--- src/verilog/cie_pkg.sv ---
// Constants and types for the CPU interrupt entry and exit unit
// Contract
// - Reset and each source own low vector
// - Take only with individual and global enable
// - Boot lock bits suppress interrupts by PC
// - Vector select bit moves table to boot
// - Reset fuse moves reset vector to boot
// - Entry clears global enable; software may renest
// - Vectoring clears the flag of flag sources
// - Writing one clears a flag, zero keeps
// - Disabled flag source sets and holds flag
// - Flags held while disabled, served by priority
// - Level sources request only while present
// - One instruction runs after return before service
// - Status flags never saved or restored
// - Clear-enable instruction blocks interrupts at once
// - One instruction runs after set-enable instruction
// - Entry takes five cycles, pushing PC
// - Vector jump completes in three cycles
// - Multi-cycle instruction completes before service
// - Wake from sleep adds five cycles
// - Return: five cycles, pop three, set enable
// - Core runs undivided from the chip clock
// - Entry push decrements stack pointer by three
// - Global enable sits at status bit 7
package cie_pkg;

    localparam int          NSRC           = 8;
    localparam logic [7:0]  LEVEL_SRC_MASK = 8'hC0;     // Sources 6 and 7 are level type
    localparam logic [15:0] BOOT_START     = 16'h3800;  // Word address of boot section
    localparam logic [15:0] VEC_APP_BASE   = 16'h0000;

    // Timing counts in CPU clocks, then byte counts of the PC push
    localparam logic [3:0]  ENTRY_CYC      = 4'h5;
    localparam logic [3:0]  WAKE_CYC       = 4'h5;
    localparam logic [3:0]  JUMP_CYC       = 4'h3;
    localparam logic [3:0]  RET_CYC        = 4'h5;
    localparam logic [3:0]  PC_BYTES       = 4'h3;
    localparam logic [15:0] PUSH_DEPTH     = 16'h0003;

    // APB byte offsets
    localparam logic [11:0] OFS_STATUS     = 12'h000;   // status_flags_reg
    localparam logic [11:0] OFS_ENABLE     = 12'h004;
    localparam logic [11:0] OFS_FLAGS      = 12'h008;
    localparam logic [11:0] OFS_MCU        = 12'h00C;   // mcu_control_reg
    localparam logic [11:0] OFS_SP         = 12'h010;
    localparam logic [11:0] OFS_STATE      = 12'h014;

    // Field positions
    localparam int          GIE_BIT        = 7;
    localparam int          VEC_BOOT_BIT   = 1;

    // Reset values
    localparam logic [7:0]  STATUS_RST     = 8'h00;
    localparam logic [7:0]  ENABLE_RST     = 8'h00;
    localparam logic [7:0]  MCU_RST        = 8'h00;
    localparam logic [15:0] SP_RST         = 16'h0AFF;

    typedef enum logic [1:0] {ST_IDLE, ST_ENTRY, ST_JUMP, ST_RETURN} cie_state_t;

endpackage

--- src/verilog/cie_top.sv ---
// CPU interrupt entry and exit unit with APB register access
//
// Design decisions made here: the placing of the registers and register access over APB.
`timescale 1ns/1ps
`default_nettype none
module cie_top
    import cie_pkg::*;
(
    input  wire logic        MCLK,                      // CPU clock, 40 MHz, undivided
    input  wire logic        RST,                       // Sync reset, active high
    input  wire logic        PSEL,                      // APB select
    input  wire logic        PENABLE,                   // APB access phase
    input  wire logic        PWRITE,                    // APB direction
    input  wire logic [11:0] PADDR,                     // APB byte address
    input  wire logic [31:0] PWDATA,                    // APB write data
    output logic      [31:0] PRDATA,                    // APB read data
    output logic             PREADY,                    // APB ready
    output logic             PSLVERR,                   // APB error, unmapped
    input  wire logic [7:0]  SRC_IN,                    // Source events and levels
    input  wire logic        INSTR_BOUNDARY,            // Instruction completes
    input  wire logic        SET_GLOBAL_ENABLE_INSTR,   // Set-enable executed
    input  wire logic        CLEAR_GLOBAL_ENABLE_INSTR, // Clear-enable executed
    input  wire logic        RETURN_FROM_IRQ_INSTR,     // Return decoded
    input  wire logic        SLEEPING,                  // Core in sleep mode
    input  wire logic [15:0] PC_IN,                     // Current program counter
    input  wire logic [15:0] JMP_TARGET,                // Target of vector jump
    input  wire logic [7:0]  STK_RDATA,                 // Stack read data
    input  wire logic        BOOT_LOCK_BIT_APP,         // Pin, lock programmed
    input  wire logic        BOOT_LOCK_BIT_BOOT,        // Pin, lock programmed
    input  wire logic        RESET_VECTOR_BOOT_FUSE,    // Pin, fuse programmed
    output logic             HOLD,                      // Sequencer stalled
    output logic             PC_LOAD,                   // Load PC_NEW pulse
    output logic      [15:0] PC_NEW,                    // New program counter
    output logic             STK_WE,                    // Stack write strobe
    output logic             STK_RE,                    // Stack read strobe
    output logic      [15:0] STK_ADDR,                  // Stack address
    output logic      [7:0]  STK_WDATA,                 // Stack write data
    output logic             IRQ_ACK,                   // Interrupt taken pulse
    output logic      [2:0]  IRQ_ID,                    // Taken source index
    output logic             GIE,                       // Global enable
    output logic      [15:0] RESET_VEC                  // Reset vector address
);

    // ************************************************************
    // Functions
    // ************************************************************

    // Lowest index wins, as it has the lowest vector address
    function automatic logic [2:0] first_set(input logic [7:0] r);
        logic [2:0] f;
        f = 3'h0;
        for (int i = NSRC - 1; i >= 0; i--) begin
            if (r[i]) begin
                f = i[2:0];
            end
        end
        return f;
    endfunction

    function automatic logic in_boot(input logic [15:0] pc);
        return pc >= BOOT_START;
    endfunction

    function automatic logic [15:0] vec_addr(input logic [15:0] base, input logic [2:0] id);
        logic [3:0] slot;
        slot = {1'b0, id} + 4'h1;
        return base + {11'h000, slot, 1'b0};
    endfunction

    // ************************************************************
    // Declarations
    // ************************************************************

    logic [7:0]  stat_ff;
    logic [7:0]  en_ff;
    logic [7:0]  flag_ff;
    logic [7:0]  mcu_ff;
    logic [15:0] sp_ff;
    cie_state_t  st_ff;
    cie_state_t  nxt_st;
    logic [3:0]  cnt_ff;
    logic [3:0]  nxt_cnt;
    logic [3:0]  len_ff;
    logic        skip_ff;
    logic [15:0] vec_ff;
    logic [15:0] pcsv_ff;
    logic [15:0] pop_ff;
    logic [2:0]  pin_s1_ff;
    logic [2:0]  pin_s2_ff;
    logic [31:0] prdata_ff;
    logic        pready_ff;
    logic        pslverr_ff;
    logic        hold_ff;
    logic        pcload_ff;
    logic [15:0] pcnew_ff;
    logic        stkwe_ff;
    logic        stkre_ff;
    logic [15:0] stkaddr_ff;
    logic [7:0]  stkwd_ff;
    logic        ack_ff;
    logic [2:0]  id_ff;
    logic [15:0] rstvec_ff;

    logic        setup;
    logic        wr_go;
    logic        gie;
    logic        vector_table_boot_select;
    logic [7:0]  req;
    logic        suppress;
    logic        take;
    logic [2:0]  take_id;
    logic [7:0]  w1c;
    logic [7:0]  take_clr;
    logic        entry_end;
    logic        jump_end;
    logic        ret_end;

    // ************************************************************
    // Pin synchronisers
    // ************************************************************

    // Lock and fuse pins come from outside the clock domain
    always_ff @(posedge MCLK) begin
        if (RST) begin
            pin_s1_ff <= 3'h0;
            pin_s2_ff <= 3'h0;
        end else begin
            pin_s1_ff <= {RESET_VECTOR_BOOT_FUSE, BOOT_LOCK_BIT_BOOT, BOOT_LOCK_BIT_APP};
            pin_s2_ff <= pin_s1_ff;
        end
    end

    // ************************************************************
    // Request selection
    // ************************************************************

    // Level sources bypass the flags and vanish with their condition
    assign gie     = stat_ff[GIE_BIT];
    assign vector_table_boot_select = mcu_ff[VEC_BOOT_BIT];
    assign req     = ((flag_ff & ~LEVEL_SRC_MASK) | (SRC_IN & LEVEL_SRC_MASK)) & en_ff;
    assign take_id = first_set(req);

    // Locked section may not be interrupted by the other section's table
    assign suppress = (pin_s2_ff[1] & ~vector_table_boot_select & in_boot(PC_IN))
                    | (pin_s2_ff[0] & vector_table_boot_select & ~in_boot(PC_IN));

    // Only at a boundary or in sleep, so multi-cycle instructions finish first
    assign take = (st_ff == ST_IDLE) && (INSTR_BOUNDARY || SLEEPING)
                && gie && (req != 8'h00)
                && !CLEAR_GLOBAL_ENABLE_INSTR
                && !RETURN_FROM_IRQ_INSTR && !skip_ff && !suppress;

    // ************************************************************
    // APB slave
    // ************************************************************

    assign setup = PSEL && !PENABLE;
    assign wr_go = PSEL && PENABLE && pready_ff && PWRITE;

    // One wait-free access cycle; data captured at setup
    always_ff @(posedge MCLK) begin
        if (RST) begin
            pready_ff  <= 1'b0;
            pslverr_ff <= 1'b0;
            prdata_ff  <= 32'h0000_0000;
        end else begin
            pready_ff  <= setup;
            pslverr_ff <= 1'b0;
            prdata_ff  <= 32'h0000_0000;
            if (setup) begin
                unique case (PADDR)
                    OFS_STATUS: prdata_ff <= {24'h000000, stat_ff};
                    OFS_ENABLE: prdata_ff <= {24'h000000, en_ff};
                    OFS_FLAGS:  prdata_ff <= {24'h000000, flag_ff};
                    OFS_MCU:    prdata_ff <= {24'h000000, mcu_ff};
                    OFS_SP:     prdata_ff <= {16'h0000, sp_ff};
                    OFS_STATE:  prdata_ff <= {16'h0000, req, 2'h0, skip_ff, 1'b0, st_ff, hold_ff, 1'b0};
                    default:    pslverr_ff <= 1'b1;
                endcase
            end
        end
    end

    // ************************************************************
    // Registers
    // ************************************************************

    // Hardware writes after software so they win; never saved or restored
    always_ff @(posedge MCLK) begin
        if (RST) begin
            stat_ff <= STATUS_RST;
        end else begin
            if (wr_go && PADDR == OFS_STATUS) begin
                stat_ff <= PWDATA[7:0];
            end
            if (SET_GLOBAL_ENABLE_INSTR || ret_end) begin
                stat_ff[GIE_BIT] <= 1'b1;
            end
            if (CLEAR_GLOBAL_ENABLE_INSTR || take) begin
                stat_ff[GIE_BIT] <= 1'b0;
            end
        end
    end

    // Enables and control
    always_ff @(posedge MCLK) begin
        if (RST) begin
            en_ff  <= ENABLE_RST;
            mcu_ff <= MCU_RST;
        end else begin
            if (wr_go && PADDR == OFS_ENABLE) begin
                en_ff <= PWDATA[7:0];
            end
            if (wr_go && PADDR == OFS_MCU) begin
                mcu_ff <= PWDATA[7:0];
            end
        end
    end

    // Flags: set wins over both write-one clear and vectoring clear
    assign w1c      = (wr_go && PADDR == OFS_FLAGS) ? PWDATA[7:0] : 8'h00;
    assign take_clr = take ? (8'h01 << take_id) : 8'h00;

    always_ff @(posedge MCLK) begin
        if (RST) begin
            flag_ff <= 8'h00;
        end else begin
            flag_ff <= ((flag_ff & ~w1c & ~take_clr) | SRC_IN) & ~LEVEL_SRC_MASK;
        end
    end

    // Stack pointer; hardware push and pop override software writes
    always_ff @(posedge MCLK) begin
        if (RST) begin
            sp_ff <= SP_RST;
        end else if (take) begin
            sp_ff <= sp_ff - PUSH_DEPTH;
        end else if (ret_end) begin
            sp_ff <= sp_ff + PUSH_DEPTH;
        end else if (wr_go && PADDR == OFS_SP) begin
            sp_ff <= PWDATA[15:0];
        end
    end

    // One instruction must run after set-enable or return
    always_ff @(posedge MCLK) begin
        if (RST) begin
            skip_ff <= 1'b0;
        end else if (SET_GLOBAL_ENABLE_INSTR || ret_end) begin
            skip_ff <= 1'b1;
        end else if (INSTR_BOUNDARY) begin
            skip_ff <= 1'b0;
        end
    end

    // ************************************************************
    // Entry and exit sequencer
    // ************************************************************

    assign entry_end = (st_ff == ST_ENTRY) && (cnt_ff == len_ff - 4'h1);
    assign jump_end  = (st_ff == ST_JUMP) && (cnt_ff == JUMP_CYC - 4'h1);
    assign ret_end   = (st_ff == ST_RETURN) && (cnt_ff == RET_CYC - 4'h1);

    // Next state and count
    always_comb begin
        nxt_st  = st_ff;
        nxt_cnt = cnt_ff + 4'h1;
        unique case (st_ff)
            ST_IDLE: begin
                nxt_cnt = 4'h0;
                if (take) begin
                    nxt_st = ST_ENTRY;
                end else if (RETURN_FROM_IRQ_INSTR) begin
                    nxt_st = ST_RETURN;
                end
            end
            ST_ENTRY: begin
                if (entry_end) begin
                    nxt_st  = ST_JUMP;
                    nxt_cnt = 4'h0;
                end
            end
            ST_JUMP: begin
                if (jump_end) begin
                    nxt_st = ST_IDLE;
                end
            end
            ST_RETURN: begin
                if (ret_end) begin
                    nxt_st = ST_IDLE;
                end
            end
        endcase
    end

    always_ff @(posedge MCLK) begin
        if (RST) begin
            st_ff  <= ST_IDLE;
            cnt_ff <= 4'h0;
        end else begin
            st_ff  <= nxt_st;
            cnt_ff <= nxt_cnt;
        end
    end

    // Capture context at the moment of taking
    always_ff @(posedge MCLK) begin
        if (RST) begin
            len_ff  <= ENTRY_CYC;
            vec_ff  <= VEC_APP_BASE;
            pcsv_ff <= 16'h0000;
        end else if (take) begin
            len_ff  <= SLEEPING ? ENTRY_CYC + WAKE_CYC : ENTRY_CYC;
            vec_ff  <= vec_addr(vector_table_boot_select ? BOOT_START : VEC_APP_BASE,
                                take_id);
            pcsv_ff <= PC_IN;
        end
    end

    // Popped bytes: upper first and dropped, as PC is 16 bits wide
    always_ff @(posedge MCLK) begin
        if (RST) begin
            pop_ff <= 16'h0000;
        end else if (st_ff == ST_RETURN && cnt_ff == 4'h2) begin
            pop_ff[15:8] <= STK_RDATA;
        end else if (st_ff == ST_RETURN && cnt_ff == 4'h3) begin
            pop_ff[7:0] <= STK_RDATA;
        end
    end

    // Stack strobes: three bytes each way, low byte pushed first
    always_ff @(posedge MCLK) begin
        if (RST) begin
            stkwe_ff   <= 1'b0;
            stkre_ff   <= 1'b0;
            stkaddr_ff <= 16'h0000;
            stkwd_ff   <= 8'h00;
        end else begin
            stkwe_ff <= (st_ff == ST_ENTRY) && (cnt_ff < PC_BYTES);
            stkre_ff <= (st_ff == ST_RETURN) && (cnt_ff < PC_BYTES);
            if (st_ff == ST_ENTRY) begin
                stkaddr_ff <= sp_ff + PUSH_DEPTH - {12'h000, cnt_ff};
            end else begin
                stkaddr_ff <= sp_ff + 16'h0001 + {12'h000, cnt_ff};
            end
            unique case (cnt_ff)
                4'h0:    stkwd_ff <= pcsv_ff[7:0];
                4'h1:    stkwd_ff <= pcsv_ff[15:8];
                default: stkwd_ff <= 8'h00;
            endcase
        end
    end

    // Program counter loads: vector, then jump target, or popped return
    always_ff @(posedge MCLK) begin
        if (RST) begin
            pcload_ff <= 1'b0;
            pcnew_ff  <= 16'h0000;
            hold_ff   <= 1'b0;
            ack_ff    <= 1'b0;
            id_ff     <= 3'h0;
        end else begin
            pcload_ff <= entry_end || jump_end || ret_end;
            if (entry_end) begin
                pcnew_ff <= vec_ff;
            end else if (jump_end) begin
                pcnew_ff <= JMP_TARGET;
            end else if (ret_end) begin
                pcnew_ff <= pop_ff;
            end
            hold_ff <= nxt_st != ST_IDLE;
            ack_ff  <= take;
            if (take) begin
                id_ff <= take_id;
            end
        end
    end

    // Reset vector follows the fuse, caught after reset release
    always_ff @(posedge MCLK) begin
        if (RST) begin
            rstvec_ff <= VEC_APP_BASE;
        end else begin
            rstvec_ff <= pin_s2_ff[2] ? BOOT_START : VEC_APP_BASE;
        end
    end

    // Every output straight from a flip-flop; one clock, no divider
    assign PRDATA    = prdata_ff;
    assign PREADY    = pready_ff;
    assign PSLVERR   = pslverr_ff;
    assign HOLD      = hold_ff;
    assign PC_LOAD   = pcload_ff;
    assign PC_NEW    = pcnew_ff;
    assign STK_WE    = stkwe_ff;
    assign STK_RE    = stkre_ff;
    assign STK_ADDR  = stkaddr_ff;
    assign STK_WDATA = stkwd_ff;
    assign IRQ_ACK   = ack_ff;
    assign IRQ_ID    = id_ff;
    assign GIE       = stat_ff[GIE_BIT];
    assign RESET_VEC = rstvec_ff;

    // ************************************************************
    // Assertions
    // ************************************************************

    // Helper: high from a return until the next instruction completes
    logic ret_gap_ff;
    always_ff @(posedge MCLK) begin
        if (RST) begin
            ret_gap_ff <= 1'b0;
        end else begin
            ret_gap_ff <= (st_ff == ST_RETURN) || (ret_gap_ff && !INSTR_BOUNDARY);
        end
    end
endmodule // cie_top
`default_nettype wire

--- config.mk ---
export PLATFORM = sky130hd
export DESIGN_NAME = cie_top
export DESIGN_NICKNAME = d
export VERILOG_FILES = /design/src/verilog/cie_pkg.sv /design/src/verilog/cie_top.sv
export SDC_FILE = /design/constraint.sdc
export NUM_CORES = 1
export LEC_CHECK = 0
export BUFFER_PORTS_ARGS = -buffer_cell sky130_fd_sc_hd__buf_2
export CELL_PAD_IN_SITES_DETAIL_PLACEMENT = 0
export CELL_PAD_IN_SITES_GLOBAL_PLACEMENT = 1
export CORE_UTILIZATION = 36
export CTS_CLUSTER_SIZE = 40
export DETAILED_ROUTE_END_ITERATION = 8
export PLACE_DENSITY_LB_ADDON = 0.1
export SLEW_MARGIN = 20
export SYNTH_ARGS = -nofsm -noshare
export SYNTH_HDL_FRONTEND = slang
export SYNTH_SLANG_ARGS = --single-unit
--- constraint.sdc ---
create_clock -name MCLK -period 2.7 [get_ports MCLK]
set_input_delay 0.54 -clock MCLK [delete_from_list [all_inputs] [get_ports MCLK]]
set_output_delay 0.54 -clock MCLK [all_outputs]
set_load 0.01 [all_outputs]
==> results of run 1 <==
-- flip-flops by register name, summed over array words and instances, names as in the netlist, 2 cells and up --
register and flops:
STK_ADDR 16, mcu_ff 8, cnt_ff 4, IRQ_ID 3, en_ff 8, PC_NEW 16, flag_ff 6, pcsv_ff 16
pop_ff 16, vec_ff 5, STK_WDATA 8, sp_ff 16, len_ff 2, pin_s1_ff 3, PRDATA 16, st_ff 2
pin_s2_ff 3, stat_ff 8
-- cells in the mapped netlist, drive strengths merged (3+ instances only) --
library cell	number
a2111oi	4
a211oi	17
a21o	6
a21oi	69
a221oi	5
a222oi	4
a22oi	19
a311o	3
a311oi	6
a31oi	10
and2	11
and3	12
buf	66
clkbuf	37
dfxtp	165
ha	20
inv	23
mux2	5
mux2i	51
nand2	129
nand2b	7
nand3	37
nand3b	5
nand4	8
nor2	118
nor2b	17
nor3	17
nor4	8
o211a	5
o211ai	9
o21ai	26
o22ai	13
o2bb2ai	4
o31a	3
or2	6
or3	4
xnor2	29
xor2	18
-- metrics by stage --
stage / setup WS, ns / instances / total power [mW]
floorplan: 0.02301 / 1057 / 2.809
global placement: 0.01284 / 1494 / 2.980
detailed placement: 0.05160 / 1494 / 2.982
CTS: 0.05515 / 1526 / 5.489
global route: 0.007864 / 1526 / 5.620
finish: 0.1105 / 1527 / 5.402
-- worst reg2reg max path, cell delays in order (launching register included) --
cell	delay (ns)
dfxtp_1	0.35
inv_1	0.08
ha_1	0.32
inv_2	0.10
ha_1	0.22
nor2b_1	0.14
o31a_1	0.30
a211oi_4	0.26
nand3_2	0.12
or3_1	0.38
a31o_1	0.22
-- final timing paths --
check,to
worst max-delay path,STK_ADDR[15]
worst min-delay path,stat_ff[7]
worst max register to register,STK_ADDR[15]
worst min register to register,pin_s2_ff[2]
-- metal layers --
layer  vias to the layer above  share of wire [%]  GRT usage (%)
li1                       3884                  -              -
met5                         -              0.086              0
met4                         4                1.4          6.723
met3                        34                5.0          4.083
met1                      3703                 47          28.30
met2                       190                 47          35.10
-- logic make-up after synthesis --
kind of cell / after synthesis / synth area share [%]
AO/OA/AOI/OAI: 224 / 17.87
XOR/XNOR: 47 / 4.812
adder cells (fa/ha/maj): 22 / 3.393
buffers and inverters: 126 / 7.547
flip-flops: 165 / 38.61
multiplexers: 56 / 6.626
other: 1 / 0.04384
AND/OR/NAND/NOR: 388 / 21.09
-- power by group through the flow --
| stage | sequential, mW | combinational (mW) | clock (mW) |
|---|---|---|---|
| after floorplan | 2.57 | 0.244 | 0 |
| after global placement | 2.56 | 0.423 | 0 |
| after detailed placement | 2.56 | 0.425 | 0 |
| after CTS | 2.50 | 0.427 | 2.56 |
| after global routing | 2.50 | 0.472 | 2.65 |
| final | 2.50 | 0.423 | 2.48 |
-- timing repair --
action	4_1_cts	5_1_grt
endpoints found under the hold margin	0	0
setup endpoints to repair	0	7
gates resized for setup	0	6
-- cell type report --
type,instances,area (um2)
antenna,1,2.502
sequential,165,3303
tap,319,399.1
clock inverter,14,166.4
timing repair buffer,221,1282
inverter,23,86.33
clock buffer,18,429.2
multi-input combinational,766,4752
fill,2507,12980
==> results.sh, run 1 <==
export IMPL_status="completed"
export IMPL_clkSinkCount=165
export IMPL_grt_usage_pct=21.43
export IMPL_wl_per_cell_um=16.78
export IMPL_cts_made_buffers=17
export IMPL_async_flop_share_pct=0
export IMPL_cp_start_kind="flip-flop"
export IMPL_critPathTopFamily="compound AO/OA/AOI/OAI gates"
export IMPL_port_buffers=158
export IMPL_crit_slowest_cell="or3_1"
export IMPL_critPathRequiredTime_ns=3.02
export IMPL_synth_area_leader_cell="dfxtp_1"
export IMPL_first_iter_violations=457
export IMPL_num_vias=7815
export IMPL_synth_edff_count=0
export IMPL_ctsHoldBuffers=0
export IMPL_p_int_mw=3.958
export IMPL_slew_headroom_pct=60.35
export IMPL_skew_ns=0.01491
export IMPL_ir_drop_v=0.0003463
export IMPL_drc=0
export IMPL_cts_buffer_depth=2
export IMPL_worstPathArrival_ns=2.91
export IMPL_hold_violations=0
export IMPL_p_leak_nw=4.406
export IMPL_fin_crit_ns=2.590
export IMPL_cp_end_kind="flip-flop"
export IMPL_crit_start="sp_ff[0]"
export IMPL_drt_antenna_violating_nets=0
export IMPL_tritoncts="built"
export IMPL_routabilityCongestion=0.8487
export IMPL_power_share_combinational_pct=7.8
export IMPL_slew_violations=0
export IMPL_antenna_found_initial=2
export IMPL_initial_core_util_pct=36.55
export IMPL_dpl_instance_area_mm2=0.009792
export IMPL_core_area_mm2=0.02340
export IMPL_setup_worst_path_class="flip-flop to flip-flop"
export IMPL_wl_um=25620
export IMPL_postSynthCellCount=1029
export IMPL_insertion_delay_ns=0.44
export IMPL_grt_pass1_wl_um=40340
export IMPL_h_tree_depth=4
export IMPL_clkPwrFrac_pct=45.9
export IMPL_fin_crit_sh_pct=95.91
export IMPL_synth_top_area_share_pct=38.61
export IMPL_clk_pin_slew_ns=0.07
export IMPL_rsz0062_at_grt="no"
export IMPL_seqPwrFrac_pct=46.3
export IMPL_die_h_um=156.2
export IMPL_nets=1321
export IMPL_synth_area_top_cells="dfxtp_1 39%, mux2i_1 6.0%, nand2_1 5.7%"
export IMPL_ys_types=78
export IMPL_final_common_cell="dfxtp_1"
export IMPL_ctsRootBufferMaster="clkbuf_16"
export IMPL_synth_area_mm2=0.008554
export IMPL_rr_startpoint="sp_ff[0]"
export IMPL_dp_hpwl_um=18830
export IMPL_yosys_warnings=0
export IMPL_grt_pass1_vias=7425
export IMPL_finalSetupViolations=0
export IMPL_syn_to_final_growth_pct=21.82
export IMPL_reg2reg_depth=10
export IMPL_grt_overflow_total=0
export IMPL_crit_path_max_fanout=4
export IMPL_synthFlopType="dfxtp_1"
export IMPL_dieArea_mm2=0.02438
export IMPL_worstSetupPathDepth=10
export IMPL_layout_cells_most_common_list="165 x dfxtp_1, 157 x buf_2, 129 x nand2_1, 117 x nor2_1, 67 x a21oi_1"
export IMPL_via_per_inst=5.118
export IMPL_cap_viol_max_count=0
export IMPL_p_sw_share_pct=26.74
export IMPL_ios=204
export IMPL_cp_buffers_inverters=2
export IMPL_worstMarginPinSlew_ns=0.5894
export IMPL_crit_path_frequent_cell="ha_1"
export IMPL_crit_chain="inv_1 > ha_1 > inv_2 > ha_1 > nor2b_1 > o31a_1 > a211oi_4 > nand3_2 > or3_1 > a31o_1"
export IMPL_holdWs_ns=0.3022
export IMPL_die_w_um=156.2
export IMPL_fin_util_pct=44.53
export IMPL_row_count=56
export IMPL_whs_path_depth=2
export IMPL_postLayoutCellArea_mm2=0.01042
export IMPL_drive_above_1_share_pct=23.36
export IMPL_min_delay_start="CLEAR_GLOBAL_ENABLE_INSTR"
export IMPL_switchingPower_mw=1.445
export IMPL_ys_seq_elements=165
export IMPL_setup_tns_ns=0
export IMPL_yosysSeqAreaShare_pct=38.61
export IMPL_cts_setup_buffers=0
export IMPL_grt_max_degree=99
export IMPL_slowest_delay_ns=0.38
export IMPL_powerDensity_mw_per_mm2=518.4
export IMPL_fmax_mhz=386.2
export IMPL_worstHoldPathType="input pin to flip-flop"
export IMPL_drtPass1Iterations=5
export IMPL_syn_area_per_cell_um2=8.313
export IMPL_reg2reg_slack_ns=0.11
(Power assumes the default switching activity.)
==> run 2: changes to the inputs <==
--- a/config.mk
+++ b/config.mk
@@ -5,13 +5,15 @@
 export SDC_FILE = /design/constraint.sdc
 export NUM_CORES = 1
 export LEC_CHECK = 0
+export ABC_AREA = 1
 export BUFFER_PORTS_ARGS = -buffer_cell sky130_fd_sc_hd__buf_2
 export CELL_PAD_IN_SITES_DETAIL_PLACEMENT = 0
 export CELL_PAD_IN_SITES_GLOBAL_PLACEMENT = 1
-export CORE_UTILIZATION = 36
+export CORE_UTILIZATION = 35
 export CTS_CLUSTER_SIZE = 40
 export DETAILED_ROUTE_END_ITERATION = 8
 export PLACE_DENSITY_LB_ADDON = 0.1
+export REMOVE_ABC_BUFFERS = 1
 export SLEW_MARGIN = 20
 export SYNTH_ARGS = -nofsm -noshare
 export SYNTH_HDL_FRONTEND = slang
==> run 2 against run 1 <==
Hold slack worse by 0.023 ns. Via count is 5.3% higher. Routed wire length is 4.4% higher. Clock skew fell by 0.0017 ns. Largest cell class unchanged.
==> results.sh, run 2 <==
export IMPL_status="completed"
export IMPL_cp_start_kind="flip-flop"
export IMPL_dp_hpwl_um=20170
export IMPL_grt_pass1_wl_um=42540
export IMPL_yosysSeqAreaShare_pct=38.11
export IMPL_fin_crit_sh_pct=89.68
export IMPL_syn_area_per_cell_um2=7.065
export IMPL_rsz0062_at_grt="no"
export IMPL_slowest_delay_ns=0.44
export IMPL_via_per_inst=4.780
export IMPL_drtPass1Iterations=5
export IMPL_skew_ns=0.01321
export IMPL_postSynthCellCount=1227
export IMPL_dpl_instance_area_mm2=0.009717
export IMPL_initial_core_util_pct=35.64
export IMPL_critPathRequiredTime_ns=3.03
export IMPL_drive_above_1_share_pct=20.99
export IMPL_clkSinkCount=165
export IMPL_drc=0
export IMPL_antenna_found_initial=3
export IMPL_synthFlopType="dfxtp_1"
export IMPL_synth_area_top_cells="dfxtp_1 38%, nand2_1 10%, inv_1 6.1%"
export IMPL_die_h_um=159.4
export IMPL_reg2reg_slack_ns=0.28
export IMPL_ios=204
export IMPL_row_count=57
export IMPL_wl_um=26740
export IMPL_setup_tns_ns=0
export IMPL_power_mw=5.559
export IMPL_finalSetupViolations=0
export IMPL_crit_path_frequent_cell="nor2_1"
export IMPL_num_vias=8232
export IMPL_grt_max_degree=46
export IMPL_cp_end_kind="flip-flop"
export IMPL_holdWs_ns=0.2789
export IMPL_async_flop_share_pct=0
export IMPL_worstHoldPathType="input pin to flip-flop"
export IMPL_setup_worst_path_class="flip-flop to flip-flop"
export IMPL_cts_made_buffers=17
export IMPL_layout_cells_non_filler=1722
export IMPL_hold_violations=0
export IMPL_drt_antenna_violating_nets=0
export IMPL_post_synth_top_count_cell="nand2_1"
export IMPL_wl_per_cell_um=15.53
export IMPL_synth_edff_count=0
export IMPL_fill_cells=2646
export IMPL_ys_types=47
export IMPL_cap_viol_max_count=0
export IMPL_ir_drop_v=0.0002526
export IMPL_worstMarginPinSlew_ns=0.5290
export IMPL_ctsRootBufferMaster="clkbuf_16"
export IMPL_fmax_mhz=413.0
export IMPL_p_leak_nw=4.627
export IMPL_dp_cells=1689
export IMPL_grt_overflow_total=0
export IMPL_h_tree_depth=4
export IMPL_tritoncts="built"
export IMPL_worstPathArrival_ns=2.75
export IMPL_port_buffers=158
export IMPL_synth_area_leader_cell="dfxtp_1"
export IMPL_nets=1511
export IMPL_dieArea_mm2=0.02540
export IMPL_syn_to_final_growth_pct=19.51
export IMPL_powerDensity_mw_per_mm2=536.6
export IMPL_grt_pass1_vias=7892
export IMPL_first_iter_violations=455
export IMPL_synth_top_area_share_pct=38.11
export IMPL_synth_area_mm2=0.008668
export IMPL_crit_chain="inv_2 > ha_1 > inv_1 > fa_1 > nand2_1 > nand2_1 > a21oi_2 > nand2_4 > nor2_4 > nand2_2 > nor2_4 > nand2_2 > nor2_2 > nor2_1 > nor2_1 > nor2_1"
export IMPL_fin_crit_ns=2.421
export IMPL_layout_cells_most_common_list="230 x nand2_1, 165 x dfxtp_1, 158 x buf_2, 141 x inv_1, 111 x nor2_1"
export IMPL_slew_headroom_pct=64.74
export IMPL_postLayoutCellArea_mm2=0.01036
export IMPL_cts_setup_buffers=0
export IMPL_core_area_mm2=0.02432
export IMPL_ys_seq_elements=165
export IMPL_insertion_delay_ns=0.44
export IMPL_final_common_cell="nand2_1"
export IMPL_grt_usage_pct=21.33
export IMPL_yosys_warnings=0
export IMPL_die_w_um=159.4
export IMPL_crit_path_max_fanout=3
export IMPL_slew_violations=0
export IMPL_clk_pin_slew_ns=0.07
export IMPL_cts_buffer_depth=2
export IMPL_netlist_top_cells_count="230 x nand2_1, 165 x dfxtp_1, 141 x inv_1"
export IMPL_routabilityCongestion=0.8382
export IMPL_crit_slowest_cell="fa_1"
[run 2: cell types whose count changed in the layout (fill, tap and decap cells not counted), sizes merged, moves of 12 or more]
cell	previous run	this run
and3	12	0
a211oi	17	3
mux2i	51	0
buf	221	187
nand3	37	78
o21ai	26	123
inv	28	171
nand2	129	246
nor2	118	134
xnor2	29	4
a22oi	19	3
nor2b	17	0
a21oi	69	85
[run 2: cells by family (layout without fill, tap and decap cells)]
kind of cell,count (synthesis),count (layout),share of synthesized area (%)
fa+ha+maj,22,22,3.349
compound gates,283,283,18.03
simple gates,494,494,25.78
flops,165,165,38.11
buf+inv,244,385,12.66
other cells,1,31,0.04326
xor+xnor,18,18,2.035
[run 2: area by class of cell]
cell class | count | area [um2] | share of cell area, %
Antenna cell | 2 | 5.005 | 0.04831
Clock buffer | 17 | 425.4 | 4.106
Clock inverter | 14 | 188.9 | 1.824
Inverter | 167 | 626.9 | 6.051
Multi-Input combinational cell | 846 | 4397 | 42.44
Sequential cell | 165 | 3303 | 31.88
Tap cell | 324 | 405.4 | 3.913
Timing Repair Buffer | 187 | 1008 | 9.734
[run 2: worst max-delay path, delay by kind of cell (launching register included)]
family                     cells  cell delay, ns
adders and majority gates      2            0.72
and+or+nand+nor               11            0.91
AOI/OAI and AO/OA              1            0.19
buffers and inverters          2            0.16
DFF                            1            0.34
[run 2: metrics by stage]
step,util (%),worst slack [ns]
after floorplan,-,0.2285
after global placement,39.95,0.2153
after detailed placement,39.95,0.2003
after CTS,42.48,0.1971
after global routing,42.59,0.03995
final,42.60,0.2787
[run 2: metal layers]
layer,share of wire [%],GRT usage [%],vias up
met2,46,35.07,168
met4,1.2,5.638,4
met1,48,28.27,3748
li1,-,-,4287
met3,4.9,4.506,25
met5,0.060,0,-
[run 2: worst paths after layout]
path | from | endpoint | depth (start not counted)
worst min-delay path | CLEAR_GLOBAL_ENABLE_INSTR | stat_ff[7] | 2
worst min register to register | pin_s1_ff[2] | pin_s2_ff[2] | 2
worst max-delay path | sp_ff[1] | STK_ADDR[12] | 16
worst max register to register | sp_ff[1] | STK_ADDR[12] | 16
[run 2: power by group]
part           leakage, nW  total (mW)  switching (mW)  internal, mW
Clock                0.289        2.61            1.13          1.48
Combinational         3.00       0.439           0.291         0.148
Sequential            1.34        2.50          0.0291          2.48
[run 2: what timing repair did]
action                                 4_1_cts  5_1_grt
setup endpoints to repair                    0        4
hold buffers                                 0        0
endpoints found under the hold margin        0        0
resized for setup                            0        5
==> run 3: changes to the inputs <==
--- a/config.mk
+++ b/config.mk
@@ -12,8 +12,10 @@
 export CORE_UTILIZATION = 35
 export CTS_CLUSTER_SIZE = 40
 export DETAILED_ROUTE_END_ITERATION = 8
+export MAX_ROUTING_LAYER = met4
 export PLACE_DENSITY_LB_ADDON = 0.1
 export REMOVE_ABC_BUFFERS = 1
+export SETUP_SLACK_MARGIN = 0.15
 export SLEW_MARGIN = 20
 export SYNTH_ARGS = -nofsm -noshare
 export SYNTH_HDL_FRONTEND = slang
==> run 3 against run 2 <==
Non-clock buffer count grew 2. Routed wire length rose by 0.12%. Cell count rose by 0.23%. Sequential share of layout area decreased by 0.15 points. Design area grew 0.46%. Global-route usage up 0.64 points. Worst setup slack better by 0.11 ns. Utilization up 0.20 points. Register-to-register slack improved by 0.11 ns. Flip-flop and latch count stayed put.
==> results.sh, run 3 (synthesized netlist as in run 2, its figures left out) <==
export IMPL_grt_overflow_total=0
export IMPL_drive_above_1_share_pct=21.39
export IMPL_dpl_instance_area_mm2=0.009717
export IMPL_critPathRequiredTime_ns=3.03
export IMPL_multi_input_area_mm2=0.004424
export IMPL_cp_end_kind="flip-flop"
export IMPL_slew_headroom_pct=64.64
export IMPL_h_tree_depth=4
export IMPL_worstMarginPinSlew_ns=0.5304
export IMPL_seqCellArea_mm2=0.003303
export IMPL_antenna_found_initial=3
export IMPL_rsz0062_at_grt="no"
export IMPL_port_buffers=158
export IMPL_ir_drop_v=0.0002547
export IMPL_num_vias=8273
export IMPL_powerDensity_mw_per_mm2=534.6
export IMPL_routabilityCongestion=0.8535
export IMPL_core_area_mm2=0.02432
export IMPL_reg2reg_depth=14
export IMPL_grt_pass1_wl_um=42540
export IMPL_p_leak_nw=4.641
export IMPL_nets=1513
export IMPL_final_common_cell="nand2_1"
export IMPL_drc=0
export IMPL_row_count=57
export IMPL_fill_cells=2640
export IMPL_drtPass1Iterations=5
export IMPL_ctsHoldBuffers=0
export IMPL_hold_violations=0
export IMPL_clkSinkCount=165
export IMPL_rr_startpoint="sp_ff[2]"
export IMPL_min_delay_start="CLEAR_GLOBAL_ENABLE_INSTR"
export IMPL_worstHoldPathType="input pin to flip-flop"
export IMPL_dp_hpwl_um=20170
export IMPL_dp_slack_ns=0.2003
export IMPL_drt_antenna_violating_nets=0
export IMPL_cap_viol_max_count=0
export IMPL_finalSetupViolations=0
export IMPL_crit_chain="inv_2 > nor2_4 > xor2_1 > ha_1 > a21oi_2 > nand2_4 > nor2_4 > nand2_4 > nor2_4 > nand2_2 > nor2_2 > nor2_1 > nor2_1 > nor2_1"
export IMPL_setup_worst_path_class="flip-flop to flip-flop"
export IMPL_layout_cells_most_common_list="230 x nand2_1, 165 x dfxtp_1, 158 x buf_2, 141 x inv_1, 110 x nor2_1"
export IMPL_grt_max_degree=46
export IMPL_fin_crit_ns=2.314
export IMPL_dieArea_mm2=0.02540
export IMPL_skew_ns=0.01421
export IMPL_grt_pass1_vias=7897
export IMPL_clk_pin_slew_ns=0.07
export IMPL_worstPathArrival_ns=2.65
export IMPL_setup_tns_ns=0
export IMPL_reg2reg_slack_ns=0.39
export IMPL_holdWs_ns=0.2768
export IMPL_fin_crit_sh_pct=85.72
export IMPL_wl_per_cell_um=15.51
export IMPL_initial_core_util_pct=35.64
export IMPL_via_per_inst=4.793
export IMPL_cp_start_kind="flip-flop"
export IMPL_worstSetupPathDepth=14
export IMPL_slowest_delay_ns=0.44
export IMPL_crit_slowest_cell="dfxtp_1"
export IMPL_fin_ws_ns=0.3857
export IMPL_critPathTopFamily="simple AND/OR/NAND/NOR gates"
export IMPL_ctsRootBufferMaster="clkbuf_16"
export IMPL_cp_buffers_inverters=1
export IMPL_postLayoutCellArea_mm2=0.01041
export IMPL_cts_made_buffers=17
export IMPL_syn_to_final_growth_pct=20.06
export IMPL_first_iter_violations=528
export IMPL_fmax_mhz=432.1
export IMPL_crit_start="sp_ff[2]"
export IMPL_insertion_delay_ns=0.44
export IMPL_crit_path_max_fanout=5
export IMPL_die_h_um=159.4
export IMPL_critPathCapture="STK_ADDR[12]"
export IMPL_wl_um=26770
export IMPL_grt_usage_pct=21.97
export IMPL_tritoncts="built"
export IMPL_cts_buffer_depth=2
export IMPL_ios=204
export IMPL_status="completed"
export IMPL_r2r_end="STK_ADDR[12]"
export IMPL_die_w_um=159.4
export IMPL_slew_violations=0
==> run 3: stage by stage <==
stage               util (%)  total power, mW  instances
detailed placement     39.95            3.006       1689
global route           42.78            5.789       1725
global placement       39.95            3.008       1689
finish                 42.79            5.564       1726
floorplan                  -            2.784       1178
CTS                    42.48            5.633       1720
==> run 3: cell type report <==
cell class              count  share of cell area [%]
diodes                      4                 0.09618
clock buffers              17                   4.088
clock inverters            14                   1.815
inverters                 167                   6.023
multi-input cells         846                   42.51
flip-flops and latches    165                   31.74
well taps                 324                   3.895
repair buffers            189                   9.834
==> run 3: worst min path at each step <==
stage                     cells after the start             to
after floorplan                               2  RESET_VEC[12]
after global placement                        2   pin_s2_ff[2]
after CTS                                     2     stat_ff[7]
final                                         2     stat_ff[7]
after detailed placement                      2   pin_s2_ff[1]
after global routing                          2     stat_ff[7]
==> run 3: report_power, final <==
part           internal, mW  total (mW)  switching [mW]
logic                 0.149       0.442           0.292
registers              2.48        2.50          0.0290
clock network          1.48        2.62            1.14
==> run 3: timing repair <==
action,CTS,global route
setup endpoints to repair,0,9
resized for setup,0,10
buffers inserted,0,2
==> run 3: routing by layer <==
| metal | vias up | share of wire (%) | GRT usage, % | wire length [um] |
|---|---|---|---|---|
| met5 | - | 0 | - | 0 |
| met4 | 0 | 1.1 | 5.638 | 304 |
| met3 | 21 | 4.6 | 4.220 | 1234 |
| met2 | 186 | 46 | 35.05 | 12440 |
| met1 | 3774 | 48 | 28.44 | 12800 |
| li1 | 4292 | - | - | - |
